<file path="config.mk">
export PLATFORM = sky130hd
export DESIGN_NAME = flash_ctrl_dev_flat
export DESIGN_NICKNAME = d
export VERILOG_FILES = /design/src/rtl/flash_collision_pkg.sv /design/src/rtl/flash_link_if.sv /design/src/rtl/flash_ctrl_dev.sv /design/src/flat_wrapper.sv
export VERILOG_INCLUDE_DIRS = /design/src /design/src/rtl
export SDC_FILE = /design/constraint.sdc
export NUM_CORES = 1
export LEC_CHECK = 0
export ABC_AREA = 1
export BUFFER_PORTS_ARGS = -buffer_cell sky130_fd_sc_hd__buf_2
export CAP_MARGIN = 10
export CORE_MARGIN = 3
export CORE_UTILIZATION = 29
export DETAILED_ROUTE_END_ITERATION = 10
export MAX_ROUTING_LAYER = met4
export PLACE_DENSITY = 0.57
export SLEW_MARGIN = 30
export SYNTH_ARGS = -nofsm -noshare
export SYNTH_HDL_FRONTEND = slang
export SYNTH_SLANG_ARGS = --single-unit
</file>
<file path="constraint.sdc">
create_clock -name core_clk -period 1.88 [get_ports core_clk]
set_clock_uncertainty 0.1 [all_clocks]
set_input_delay 0.188 -clock core_clk [delete_from_list [all_inputs] [get_ports core_clk]]
set_output_delay 0.188 -clock core_clk [all_outputs]
set_load 0.01 [all_outputs]
</file>
<file path="src/rtl/flash_collision_params.svh">
`ifndef FLASH_COLLISION_PARAMS_SVH
`define FLASH_COLLISION_PARAMS_SVH

// address width of the flash array, byte addressed
`define ADDR_W          16
// data width of one read beat
`define DATA_W          32
// low address bits that select a byte inside a longword
`define LONGWORD_LSB    2
// value of the command complete flag while the flash is busy
`define CCF_BUSY        1'b0
// value of the command complete flag when idle
`define CCF_IDLE        1'b1
// reset value of the fault flags
`define FAULT_RESET     1'b0
// data returned by a defective read
`define BAD_DATA        32'hDEADBEEF
// cycles a program or erase command keeps the flash busy
`define BUSY_CYCLES     16'h0020
// busy-read count at which a read collides; the 2-bit counter wraps so every fourth busy read collides
`define COLLIDE_EVERY   2'h1

`endif

</file>
<file path="src/rtl/flash_collision_pkg.sv">
package flash_collision_pkg;

    // device-side sequencer states
    typedef enum logic [2:0] {
        DEV_IDLE = 3'h1,
        DEV_BUSY = 3'h2,
        DEV_DONE = 3'h4
    } dev_state_e;

    // cpu-side sequencer states
    typedef enum logic [5:0] {
        CPU_IDLE  = 6'h01,
        CPU_POLL  = 6'h02,
        CPU_READ  = 6'h04,
        CPU_CLEAR = 6'h08,
        CPU_DUMMY = 6'h10,
        CPU_RETRY = 6'h20
    } cpu_state_e;

endpackage

</file>
<file path="src/rtl/flash_link_if.sv">
`timescale 1ns/1ps
`include "flash_collision_params.svh"

// cpu to flash controller link
interface flash_link_if;
    logic                 cmd_start;
    logic                 rd_req;
    logic [`ADDR_W-1:0]   rd_addr;
    logic                 clear_faults;
    logic                 rd_ack;
    logic [`DATA_W-1:0]   rd_data;
    logic                 command_complete_flag;
    logic                 single_fault_flag;
    logic                 double_fault_flag;

    modport dev (
        input  cmd_start,
        input  rd_req,
        input  rd_addr,
        input  clear_faults,
        output rd_ack,
        output rd_data,
        output command_complete_flag,
        output single_fault_flag,
        output double_fault_flag
    );

    modport cpu (
        output cmd_start,
        output rd_req,
        output rd_addr,
        output clear_faults,
        input  rd_ack,
        input  rd_data,
        input  command_complete_flag,
        input  single_fault_flag,
        input  double_fault_flag
    );
endinterface

</file>
<file path="src/rtl/flash_ctrl_dev.sv">
`timescale 1ns/1ps
`include "flash_collision_params.svh"


module flash_ctrl_dev #(
    parameter logic [15:0] BUSY_LEN = `BUSY_CYCLES
) (
    input  wire logic                core_clk,
    input  wire logic                srst,
    flash_link_if.dev                link,
    input  wire logic                arr_data_valid,
    input  wire logic [`DATA_W-1:0]  arr_data,
    output logic                     busy_out
);

    flash_collision_pkg::dev_state_e state_reg;
    logic [15:0]                     cnt_reg;
    logic [1:0]                      rdcnt_reg;
    logic                            poison_reg;
    logic [`ADDR_W-`LONGWORD_LSB-1:0] poison_lw_reg;
    logic                            ack_reg;
    logic [`DATA_W-1:0]              data_reg;
    logic                            ccf_reg;
    logic                            sf_reg;
    logic                            df_reg;
    logic                            busy_reg;
    logic                            collide;
    logic                            same_lw;

    // longword index of an address
    function automatic logic [`ADDR_W-`LONGWORD_LSB-1:0] lw_of(
        input logic [`ADDR_W-1:0] a);
        lw_of = a[`ADDR_W-1:`LONGWORD_LSB];
    endfunction

    // a read that arrives while the array is busy
    function automatic logic busy_rd(
        input logic                            req,
        input flash_collision_pkg::dev_state_e st);
        busy_rd = req && (st == flash_collision_pkg::DEV_BUSY);
    endfunction

    // a start command that the idle sequencer accepts
    function automatic logic cmd_taken(
        input logic                            start,
        input flash_collision_pkg::dev_state_e st);
        cmd_taken = start && (st == flash_collision_pkg::DEV_IDLE);
    endfunction

    //////////////////////////////////////////////////////////////////////////
    // collision decode
    // some busy reads collide
    // a fixed pattern picks the colliding reads so every run repeats exactly
    assign collide = busy_rd(link.rd_req, state_reg) && (rdcnt_reg == `COLLIDE_EVERY);
    // any byte of the remembered longword hits the stale read path
    assign same_lw = poison_reg && (lw_of(link.rd_addr) == poison_lw_reg);

    //////////////////////////////////////////////////////////////////////////
    // program/erase sequencer
    // a start while busy or done is dropped without any sign
    always_ff @(posedge core_clk) begin
        if (srst) begin
            state_reg <= flash_collision_pkg::DEV_IDLE;
            cnt_reg   <= 16'h0000;
        end else begin
            case (state_reg)
                flash_collision_pkg::DEV_IDLE: begin
                    if (link.cmd_start) begin
                        state_reg <= flash_collision_pkg::DEV_BUSY;
                        cnt_reg   <= BUSY_LEN;
                    end
                end
                flash_collision_pkg::DEV_BUSY: begin
                    if (cnt_reg <= 16'h0001) begin
                        state_reg <= flash_collision_pkg::DEV_DONE;
                    end
                    cnt_reg <= cnt_reg - 16'h0001;
                end
                flash_collision_pkg::DEV_DONE: begin
                    state_reg <= flash_collision_pkg::DEV_IDLE;
                end
                default: begin
                    state_reg <= flash_collision_pkg::DEV_IDLE;
                end
            endcase
        end
    end

    //////////////////////////////////////////////////////////////////////////
    // command complete flag
    always_ff @(posedge core_clk) begin
        if (srst) begin
            ccf_reg <= `CCF_IDLE;
        end else begin
            if (cmd_taken(link.cmd_start, state_reg)) begin
                ccf_reg <= `CCF_BUSY;
            end else if (state_reg == flash_collision_pkg::DEV_DONE) begin
                ccf_reg <= `CCF_IDLE;
            end
        end
    end

    //////////////////////////////////////////////////////////////////////////
    // busy output, high for exactly the span the complete flag is low
    always_ff @(posedge core_clk) begin
        if (srst) begin
            busy_reg <= 1'b0;
        end else begin
            if (cmd_taken(link.cmd_start, state_reg)) begin
                busy_reg <= 1'b1;
            end else if (state_reg == flash_collision_pkg::DEV_DONE) begin
                busy_reg <= 1'b0;
            end
        end
    end

    //////////////////////////////////////////////////////////////////////////
    // busy-read counter, picks which reads collide
    always_ff @(posedge core_clk) begin
        if (srst) begin
            rdcnt_reg <= 2'h0;
        end else if (busy_rd(link.rd_req, state_reg)) begin
            rdcnt_reg <= rdcnt_reg + 2'h1;
        end
    end

    //////////////////////////////////////////////////////////////////////////
    // poisoned longword tracking
    // the longword of a colliding read stays stale in the read path
    // until any other read moves the path on
    always_ff @(posedge core_clk) begin
        if (srst) begin
            poison_reg    <= 1'b0;
            poison_lw_reg <= '0;
        end else if (collide) begin
            poison_reg    <= 1'b1;
            poison_lw_reg <= lw_of(link.rd_addr);
        end else if (link.rd_req && !same_lw) begin
            // a read elsewhere flushes the stale longword
            poison_reg <= 1'b0;
        end else if (link.rd_req && same_lw) begin
            poison_reg <= 1'b0;
        end
    end

    //////////////////////////////////////////////////////////////////////////
    // read answer, one cycle after request
    always_ff @(posedge core_clk) begin
        if (srst) begin
            ack_reg <= 1'b0;
        end else begin
            ack_reg <= link.rd_req;
        end
    end

    //////////////////////////////////////////////////////////////////////////
    // read data, held until the next read
    always_ff @(posedge core_clk) begin
        if (srst) begin
            data_reg <= '0;
        end else if (link.rd_req) begin
            if (same_lw && !collide) begin
                data_reg <= `BAD_DATA;
            end else if (collide) begin
                data_reg <= `BAD_DATA;
            end else begin
                data_reg <= arr_data_valid ? arr_data : '0;
            end
        end
    end

    //////////////////////////////////////////////////////////////////////////
    // fault flags, set wins over clear
    // a clear landing with a new collision is dropped so no error is missed
    always_ff @(posedge core_clk) begin
        if (srst) begin
            sf_reg <= `FAULT_RESET;
            df_reg <= `FAULT_RESET;
        end else begin
            if (collide) begin
                sf_reg <= 1'b1;
                df_reg <= 1'b1;
            end else if (link.clear_faults) begin
                sf_reg <= 1'b0;
                df_reg <= 1'b0;
            end
        end
    end

    // every link output comes straight from its flop
    assign link.rd_ack                = ack_reg;
    assign link.rd_data               = data_reg;
    assign link.command_complete_flag = ccf_reg;
    assign link.single_fault_flag     = sf_reg;
    assign link.double_fault_flag     = df_reg;
    assign busy_out                   = busy_reg;

endmodule // flash_ctrl_dev

</file>
<file path="src/flat_wrapper.sv">
// flat-port wrapper written by rule: the top's interface ports become plain ports
module flash_ctrl_dev_flat 
#(
    parameter logic [15:0] BUSY_LEN = `BUSY_CYCLES
)
  (core_clk, srst, arr_data_valid, arr_data, busy_out, link_cmd_start, link_rd_req, link_rd_addr, link_clear_faults, link_rd_ack, link_rd_data, link_command_complete_flag, link_single_fault_flag, link_double_fault_flag);
  flash_link_if link_i ();
  input  wire logic core_clk;
  input  wire logic srst;
  input  wire logic arr_data_valid;
  input  wire logic [`DATA_W-1:0] arr_data;
  output logic busy_out;
  input wire logic [$bits(link_i.cmd_start)-1:0] link_cmd_start;
  input wire logic [$bits(link_i.rd_req)-1:0] link_rd_req;
  input wire logic [$bits(link_i.rd_addr)-1:0] link_rd_addr;
  input wire logic [$bits(link_i.clear_faults)-1:0] link_clear_faults;
  output wire logic [$bits(link_i.rd_ack)-1:0] link_rd_ack;
  output wire logic [$bits(link_i.rd_data)-1:0] link_rd_data;
  output wire logic [$bits(link_i.command_complete_flag)-1:0] link_command_complete_flag;
  output wire logic [$bits(link_i.single_fault_flag)-1:0] link_single_fault_flag;
  output wire logic [$bits(link_i.double_fault_flag)-1:0] link_double_fault_flag;
  assign link_i.cmd_start = link_cmd_start;
  assign link_i.rd_req = link_rd_req;
  assign link_i.rd_addr = link_rd_addr;
  assign link_i.clear_faults = link_clear_faults;
  assign link_rd_ack = link_i.rd_ack;
  assign link_rd_data = link_i.rd_data;
  assign link_command_complete_flag = link_i.command_complete_flag;
  assign link_single_fault_flag = link_i.single_fault_flag;
  assign link_double_fault_flag = link_i.double_fault_flag;
  flash_ctrl_dev #(.BUSY_LEN(BUSY_LEN)) u_core (.core_clk(core_clk), .srst(srst), .link(link_i), .arr_data_valid(arr_data_valid), .arr_data(arr_data), .busy_out(busy_out));
endmodule
</file>
==> impl_metrics.prom, run 1 <==
# TYPE chip_impl_metric gauge
chip_impl_metric{name="std_cell_rows",unit=""} 37
chip_impl_metric{name="power.internal",unit="mW"} 2.47
chip_impl_metric{name="post_layout_nonfiller_instances",unit=""} 692
chip_impl_info{name="cts_tree",value="done"} 1
chip_impl_metric{name="insertedDiodeCount",unit=""} 0
chip_impl_info{name="outcome",value="finished, final reports clean"} 1
chip_impl_info{name="grt_busiest_layer",value="met2"} 1
chip_impl_info{name="hold_path_class",value="input port to register"} 1
chip_impl_metric{name="use_met2",unit="%"} 22.2
chip_impl_metric{name="port_buffers",unit=""} 88
chip_impl_metric{name="wire_length_of_the_first_global_routing_pass",unit="um"} 13900
chip_impl_metric{name="die_y",unit="um"} 112
chip_impl_metric{name="worst_pin_slew",unit="ns"} 0.469
chip_impl_metric{name="gr-usage-met3",unit="%"} 3.10
chip_impl_metric{name="post_synth_instance_area",unit="um2"} 3240
chip_impl_metric{name="yosys_synthesis_warning_count",unit=""} 0
chip_impl_info{name="critPathSlowestCell",value="sky130_fd_sc_hd__dlygate4sd3_1"} 1
chip_impl_metric{name="postCtsResizedCells",unit=""} 0
chip_impl_metric{name="antenna_violating_nets_post_route",unit=""} 0
chip_impl_metric{name="clk-insertion-delay-late",unit="ns"} 0.35
chip_impl_metric{name="finish.net_count",unit=""} 608
chip_impl_metric{name="power.switching",unit="mW"} 0.874
chip_impl_metric{name="io_pins",unit=""} 91
chip_impl_metric{name="dpl-instance-area",unit="um2"} 3810
chip_impl_metric{name="synthesis.nets",unit=""} 503
chip_impl_metric{name="use_met1",unit="%"} 16.7
chip_impl_metric{name="maxCapViolations",unit=""} 0
chip_impl_metric{name="cts.reportedPaths.clkPinSlew",unit="ns"} 0.08
chip_impl_metric{name="pwr_density_cell",unit="nW/um2"} 786
chip_impl_info{name="worst_setup_path_end_kind",value="register"} 1
chip_impl_metric{name="fin_setup_tns",unit="ns"} 0
chip_impl_metric{name="drt_first_iter_violations",unit=""} 175
chip_impl_metric{name="via_count",unit=""} 3281
chip_impl_info{name="start_kind",value="input port"} 1
chip_impl_metric{name="place_ws",unit="ns"} 0.258
chip_impl_metric{name="leakagePower",unit="nW"} 1.89
chip_impl_info{name="dominant_cell_type_by_count_on_the_critical_path",value="sky130_fd_sc_hd__nand2_1"} 1
chip_impl_metric{name="drive_gt1_share",unit="%"} 21.8
chip_impl_metric{name="share_clk_of_total_power",unit="%"} 38.9
chip_impl_metric{name="design_area",unit="um2"} 4260
chip_impl_metric{name="fp.dieArea",unit="um2"} 12500
chip_impl_metric{name="worstPathArrival",unit="ns"} 1.81
chip_impl_metric{name="cp_data_required_time",unit="ns"} 2.01
chip_impl_metric{name="finalWorstSetupSlack",unit="ns"} 0.201
chip_impl_metric{name="post-synth-top-area-fraction",unit="%"} 44.5
chip_impl_metric{name="grt_max_degree",unit=""} 49
chip_impl_metric{name="dp.cells",unit=""} 652
chip_impl_metric{name="core_area",unit="um2"} 10600
chip_impl_metric{name="finish.utilization",unit="%"} 40.2
chip_impl_metric{name="post_synthesis_to_final_layout_area_growth",unit="%"} 31.6
chip_impl_metric{name="seqPwrFrac",unit="%"} 48.2
chip_impl_info{name="most_common_library_cell_in_the_layout_ignoring_fill_and_taps",value="sky130_fd_sc_hd__nand2_1"} 1
chip_impl_metric{name="slew-limit-headroom",unit="%"} 68.7
chip_impl_metric{name="synth_sequential_area_ratio",unit="%"} 44.5
chip_impl_metric{name="peakVddDrop",unit="mV"} 0.370
chip_impl_metric{name="synthDistinctLibCells",unit=""} 29
chip_impl_metric{name="groute.usage.overall",unit="%"} 13.7
chip_impl_metric{name="p_sw_share",unit="%"} 26.1
chip_impl_info{name="setup_repair_after_global_routing_missed_its_margin",value="no"} 1
chip_impl_metric{name="detail_route.drc_violations",unit=""} 0
chip_impl_metric{name="power.share.combinational",unit="%"} 12.9
chip_impl_info{name="synth_area_leader_cell",value="sky130_fd_sc_hd__dfxtp_1"} 1
chip_impl_metric{name="cts_inserted_buffers",unit=""} 9
chip_impl_metric{name="post-route-min-period",unit="ns"} 1.68
chip_impl_metric{name="hold_ws",unit="ns"} 0.0159
chip_impl_metric{name="detailed_place_hpwl",unit="um"} 5680
chip_impl_metric{name="cp_num_buf_inv",unit=""} 4
chip_impl_metric{name="sinks_on_clock_net",unit=""} 72
chip_impl_metric{name="post_drt_via_cell_ratio",unit=""} 4.74
chip_impl_metric{name="ys_seq_elements",unit=""} 72
chip_impl_metric{name="place_congestion",unit=""} 0.751
chip_impl_metric{name="totalWireLength",unit="um"} 8320
chip_impl_metric{name="ctsHtreeMaxLevel",unit=""} 3
chip_impl_info{name="netlist_top_cells_area",value="sky130_fd_sc_hd__dfxtp_1 (45%), sky130_fd_sc_hd__nand2_1 (10%), sky130_fd_sc_hd__a21oi_1 (9.3%), sky130_fd_sc_hd__o21ai_0 (6.6%), sky130_fd_sc_hd__a211oi_1 (6.0%)"} 1
chip_impl_metric{name="syn-mean-instance-area",unit="um2"} 7.26
chip_impl_metric{name="floorplan.die.width",unit="um"} 112
chip_impl_metric{name="finalHoldViolations",unit=""} 0
chip_impl_metric{name="synthCells",unit=""} 446
chip_impl_metric{name="fmax",unit="MHz"} 596
chip_impl_metric{name="drt_pass1_iterations",unit=""} 5
chip_impl_metric{name="final_period_utilization",unit="%"} 89.3
chip_impl_metric{name="critical_path_fanouts_max",unit=""} 32
chip_impl_metric{name="cts.path.max_buffers",unit=""} 2
chip_impl_info{name="layout_common_cells",value="sky130_fd_sc_hd__nand2_1 (90), sky130_fd_sc_hd__buf_2 (88), sky130_fd_sc_hd__dfxtp_1 (72), sky130_fd_sc_hd__a21oi_1 (60), sky130_fd_sc_hd__inv_1 (46)"} 1
chip_impl_metric{name="fin_total_pwr",unit="mW"} 3.35
chip_impl_metric{name="maxSlewViolCount",unit=""} 0
chip_impl_metric{name="number_of_flip_flops_under_the_largest_register_name",unit=""} 32
chip_impl_metric{name="cp_slowest_stage_delay",unit="ns"} 0.53
chip_impl_info{name="path_delay_family",value="buffers and inverters"} 1
chip_impl_metric{name="grt_antenna_before_repair",unit=""} 0
chip_impl_metric{name="mean_routed_wirelength_per_cell",unit="um"} 12.0
chip_impl_info{name="crit_type",value="input port to register"} 1
chip_impl_info{name="critical_path.cell_chain",value="dlygate4sd3_1 -> buf_2 -> inv_1 -> nand2_1 -> nand2_1 -> nor2_1 -> nand2_1 -> nor2_1 -> nand3_2 -> buf_4 -> nand3_1 -> a21oi_1"} 1
chip_impl_info{name="clock_tree.root_cell",value="sky130_fd_sc_hd__clkbuf_8"} 1
chip_impl_metric{name="starting_density_of_the_core",unit="%"} 30.5
chip_impl_metric{name="first_global_vias",unit=""} 3094
chip_impl_metric{name="setup_viol",unit=""} 0
chip_impl_metric{name="overflow",unit=""} 0
-- cells by family (layout without fill, tap and decap cells) --
logic type,after synthesis,after routing,share of synthesized area [%]
simple gates,154,154,20.2
compound gates,138,138,23.7
buf+inv,78,188,10.1
flops,72,72,44.5
fa+ha+maj,3,3,1.16
xor+xnor,1,1,0.271
-- layer usage --
layer	routed length (um)	vias up
met5	0	-
met1	3910	1497
li1	-	1694
met4	52	0
met3	433	5
met2	3930	85
-- power groups by stage --
stage	clock (mW)	combinational, mW	sequential, mW
floorplan	0	0.210	1.67
global placement	0	0.389	1.65
detailed placement	0	0.395	1.65
CTS	1.35	0.435	1.62
global route	1.41	0.485	1.62
finish	1.30	0.431	1.62
-- worst reg2reg max path, stage by stage (launching register included) --
cell                      delay, ns
sky130_fd_sc_hd__dfxtp_1       0.42
sky130_fd_sc_hd__nand4_4       0.15
sky130_fd_sc_hd__nor2_4        0.14
sky130_fd_sc_hd__nor2_1        0.07
sky130_fd_sc_hd__nand3_2       0.07
sky130_fd_sc_hd__buf_4         0.32
sky130_fd_sc_hd__nand3_1       0.14
sky130_fd_sc_hd__a21oi_1       0.14
-- final timing paths --
kind | from | cells after the start | slack (ns) | endpoint
min reg2reg | u_core.link.command_complete_flag | 2 | 0.36 | u_core.link.command_complete_flag
min | arr_data[0] | 3 | 0.02 | u_core.link.rd_data[0]
max reg2reg | u_core.state_reg[1] | 7 | 0.25 | u_core.link.rd_data[8]
max | link_rd_addr[12] | 12 | 0.20 | u_core.link.rd_data[29]
-- repair_timing --
action                                 in CTS  in global routing
setup buffers                               0                  0
hold buffers                               24                  0
endpoints found under the hold margin      24                  0
-- synth_stat cells --
library cell                number
sky130_fd_sc_hd__a31oi_1         3
sky130_fd_sc_hd__nand3_2         2
sky130_fd_sc_hd__clkbuf_1       14
sky130_fd_sc_hd__nand4_1         2
sky130_fd_sc_hd__a22oi_1         1
sky130_fd_sc_hd__nor2_4          1
sky130_fd_sc_hd__o21ai_0        43
sky130_fd_sc_hd__buf_4           5
sky130_fd_sc_hd__nor2_1         33
sky130_fd_sc_hd__dfxtp_1        72
sky130_fd_sc_hd__nand3_1        20
sky130_fd_sc_hd__inv_1          46
sky130_fd_sc_hd__buf_2           6
sky130_fd_sc_hd__and3_1          1
sky130_fd_sc_hd__xor2_1          1
sky130_fd_sc_hd__clkinv_1        1
sky130_fd_sc_hd__nor4_1          2
sky130_fd_sc_hd__o21ai_1         2
sky130_fd_sc_hd__a211oi_1       26
sky130_fd_sc_hd__buf_1           1
sky130_fd_sc_hd__inv_2           4
sky130_fd_sc_hd__ha_1            3
sky130_fd_sc_hd__o2111ai_1       1
sky130_fd_sc_hd__nor3_1          2
sky130_fd_sc_hd__buf_6           1
sky130_fd_sc_hd__a21oi_1        60
sky130_fd_sc_hd__nand2_1        90
sky130_fd_sc_hd__nand4_4         1
sky130_fd_sc_hd__o22ai_1         2
-- layout make-up --
type	instances	area [um2]
clock buffers	11	151
clock inverters	5	62.6
fillers	1097	6340
inverters	51	191
multi-input cells	296	1470
flip-flops and latches	72	1440
well taps	136	170
repair buffers	121	773
Power figures use the tool's default switching activity.
==> run 2: changes to the inputs <==
CTS_BUF_LIST = sky130_fd_sc_hd__clkbuf_16   (was not set)
==> run 2 against run 1 <==
  * Maximum frequency is 2.6% higher
  * Register-to-register slack hardly changed
  * Flip-flop and latch count unchanged
  * Critical path depth decreased by 5
  * Highest routed layer unchanged
==> impl_metrics.prom, run 2 (same netlist as run 1, synthesis figures left out) <==
# TYPE chip_impl_metric gauge
chip_impl_info{name="outcome",value="finished, final reports clean"} 1
chip_impl_metric{name="peakVddDrop",unit="mV"} 0.438
chip_impl_metric{name="postCtsSetupRepairBufs",unit=""} 0
chip_impl_metric{name="slew-limit-headroom",unit="%"} 68.8
chip_impl_metric{name="drive_gt1_share",unit="%"} 22.3
chip_impl_metric{name="fp.dieArea",unit="um2"} 12500
chip_impl_metric{name="cp_data_required_time",unit="ns"} 2.04
chip_impl_metric{name="overflow",unit=""} 0
chip_impl_metric{name="final_period_utilization",unit="%"} 87.0
chip_impl_metric{name="via_count",unit=""} 3191
chip_impl_metric{name="first_global_vias",unit=""} 2979
chip_impl_metric{name="cts_hold_repair.buffers",unit=""} 1
chip_impl_metric{name="worst_pin_slew",unit="ns"} 0.468
chip_impl_metric{name="use_met1",unit="%"} 15.9
chip_impl_info{name="worst_setup_path_end_kind",value="register"} 1
chip_impl_info{name="most_common_library_cell_in_the_layout_ignoring_fill_and_taps",value="sky130_fd_sc_hd__nand2_1"} 1
chip_impl_metric{name="detail_route.drc_violations",unit=""} 0
chip_impl_metric{name="design_area",unit="um2"} 4110
chip_impl_metric{name="cts_inserted_buffers",unit=""} 9
chip_impl_metric{name="hold_ws",unit="ns"} 0.0228
chip_impl_metric{name="std_cell_rows",unit=""} 37
chip_impl_metric{name="use_met2",unit="%"} 21.7
chip_impl_metric{name="rrSetupSlack",unit="ns"} 0.24
chip_impl_info{name="cts_tree",value="done"} 1
chip_impl_metric{name="mean_routed_wirelength_per_cell",unit="um"} 12.1
chip_impl_metric{name="place_congestion",unit=""} 0.751
chip_impl_metric{name="totalWireLength",unit="um"} 8130
chip_impl_metric{name="fin_setup_tns",unit="ns"} 0
chip_impl_metric{name="maxCapViolations",unit=""} 0
chip_impl_info{name="clock_tree.root_cell",value="sky130_fd_sc_hd__clkbuf_16"} 1
chip_impl_metric{name="insertedDiodeCount",unit=""} 0
chip_impl_info{name="crit_type",value="register to register"} 1
chip_impl_metric{name="port_buffers",unit=""} 88
chip_impl_metric{name="leakagePower",unit="nW"} 1.83
chip_impl_info{name="hold_path_class",value="input port to register"} 1
chip_impl_info{name="setup_repair_after_global_routing_missed_its_margin",value="no"} 1
chip_impl_metric{name="clk-insertion-delay-late",unit="ns"} 0.33
chip_impl_info{name="layout_common_cells",value="sky130_fd_sc_hd__nand2_1 (90), sky130_fd_sc_hd__buf_2 (88), sky130_fd_sc_hd__dfxtp_1 (72), sky130_fd_sc_hd__a21oi_1 (60), sky130_fd_sc_hd__inv_1 (46)"} 1
chip_impl_metric{name="post_synthesis_to_final_layout_area_growth",unit="%"} 27.0
chip_impl_metric{name="ctsHtreeMaxLevel",unit=""} 3
chip_impl_metric{name="finalHoldViolations",unit=""} 0
chip_impl_metric{name="cts.path.max_buffers",unit=""} 2
chip_impl_metric{name="sinks_on_clock_net",unit=""} 72
chip_impl_metric{name="finish.net_count",unit=""} 585
chip_impl_metric{name="detailed_place_hpwl",unit="um"} 5680
chip_impl_metric{name="postCtsResizedCells",unit=""} 0
chip_impl_metric{name="die_y",unit="um"} 112
chip_impl_metric{name="drt_pass1_iterations",unit=""} 6
chip_impl_metric{name="groute.usage.overall",unit="%"} 13.3
chip_impl_metric{name="maxSlewViolCount",unit=""} 0
chip_impl_metric{name="cts.reportedPaths.clkPinSlew",unit="ns"} 0.06
chip_impl_metric{name="grt_antenna_before_repair",unit=""} 0
chip_impl_metric{name="drt_first_iter_violations",unit=""} 141
chip_impl_info{name="grt_busiest_layer",value="met2"} 1
chip_impl_metric{name="antenna_violating_nets_post_route",unit=""} 0
chip_impl_metric{name="io_pins",unit=""} 91
chip_impl_metric{name="gr-usage-met3",unit="%"} 3.53
chip_impl_metric{name="fin_total_pwr",unit="mW"} 3.69
chip_impl_metric{name="critical_path_fanouts_max",unit=""} 32
chip_impl_metric{name="pwr_density_cell",unit="nW/um2"} 898
chip_impl_metric{name="core_area",unit="um2"} 10600
chip_impl_metric{name="floorplan.die.width",unit="um"} 112
chip_impl_info{name="start_kind",value="register"} 1
chip_impl_metric{name="wire_length_of_the_first_global_routing_pass",unit="um"} 13500
chip_impl_metric{name="worstPathArrival",unit="ns"} 1.80
chip_impl_metric{name="post_drt_via_cell_ratio",unit=""} 4.77
chip_impl_metric{name="starting_density_of_the_core",unit="%"} 30.5
chip_impl_metric{name="fmax",unit="MHz"} 611
chip_impl_metric{name="dpl-instance-area",unit="um2"} 3810
chip_impl_metric{name="setup_viol",unit=""} 0
chip_impl_metric{name="number_of_flip_flops_under_the_largest_register_name",unit=""} 32
chip_impl_metric{name="grt_max_degree",unit=""} 49
chip_impl_metric{name="post-route-min-period",unit="ns"} 1.64
==> run 2: changes by cell type in the layout (fill, tap and decap cells not counted) <==
| cell | previous run | this run |
|---|---|---|
| sky130_fd_sc_hd__clkinv_1 | 1 | 3 |
| sky130_fd_sc_hd__clkbuf_16 | 0 | 9 |
| sky130_fd_sc_hd__dlygate4sd3_1 | 24 | 1 |
| sky130_fd_sc_hd__clkbuf_8 | 11 | 0 |
==> run 2: stage by stage <==
step	util, %	std cells	setup WS [ns]
finish	38.8	669	0.244
global route	38.8	669	0.0919
CTS	38.8	669	0.239
detailed placement	35.9	652	0.258
global placement	35.9	652	0.309
floorplan	-	446	0.515
==> run 2: layout make-up <==
class / count / area [um2]
clock buffers: 9 / 225
clock inverters: 7 / 70.1
fillers: 1098 / 6490
inverters: 51 / 191
multi-input cells: 296 / 1470
flip-flops and latches: 72 / 1440
well taps: 136 / 170
repair buffers: 98 / 543
==> run 2: worst paths after layout <==
kind                                                   startpoint                                 to  cells after the start
worst max register to register                u_core.state_reg[1]             u_core.link.rd_data[8]                      7
worst min-delay path                                 arr_data[20]            u_core.link.rd_data[20]                      3
worst max-delay path                          u_core.state_reg[1]             u_core.link.rd_data[8]                      7
worst min register to register  u_core.link.command_complete_flag  u_core.link.command_complete_flag                      2
==> run 2: worst max-delay path: stages, from the launching register on <==
cell	delay (ns)
sky130_fd_sc_hd__dfxtp_1	0.41
sky130_fd_sc_hd__nand4_4	0.15
sky130_fd_sc_hd__nor2_4	0.14
sky130_fd_sc_hd__nor2_1	0.07
sky130_fd_sc_hd__nand3_2	0.07
sky130_fd_sc_hd__buf_4	0.32
sky130_fd_sc_hd__nand3_1	0.12
sky130_fd_sc_hd__a21oi_1	0.14
==> run 2: report_power, final <==
group	total (mW)	switching, mW	leakage (nW)	internal [mW]
Combinational	0.394	0.228	1.11	0.166
Sequential	1.62	0.0329	0.588	1.59
Clock	1.68	0.654	0.138	1.03
==> run 2: layer usage <==
| metal | share of wire, % | vias to the layer above |
|---|---|---|
| li1 | - | 1649 |
| met5 | 0 | - |
| met4 | 0.94 | 0 |
| met2 | 46 | 77 |
| met1 | 47 | 1453 |
| met3 | 5.7 | 12 |
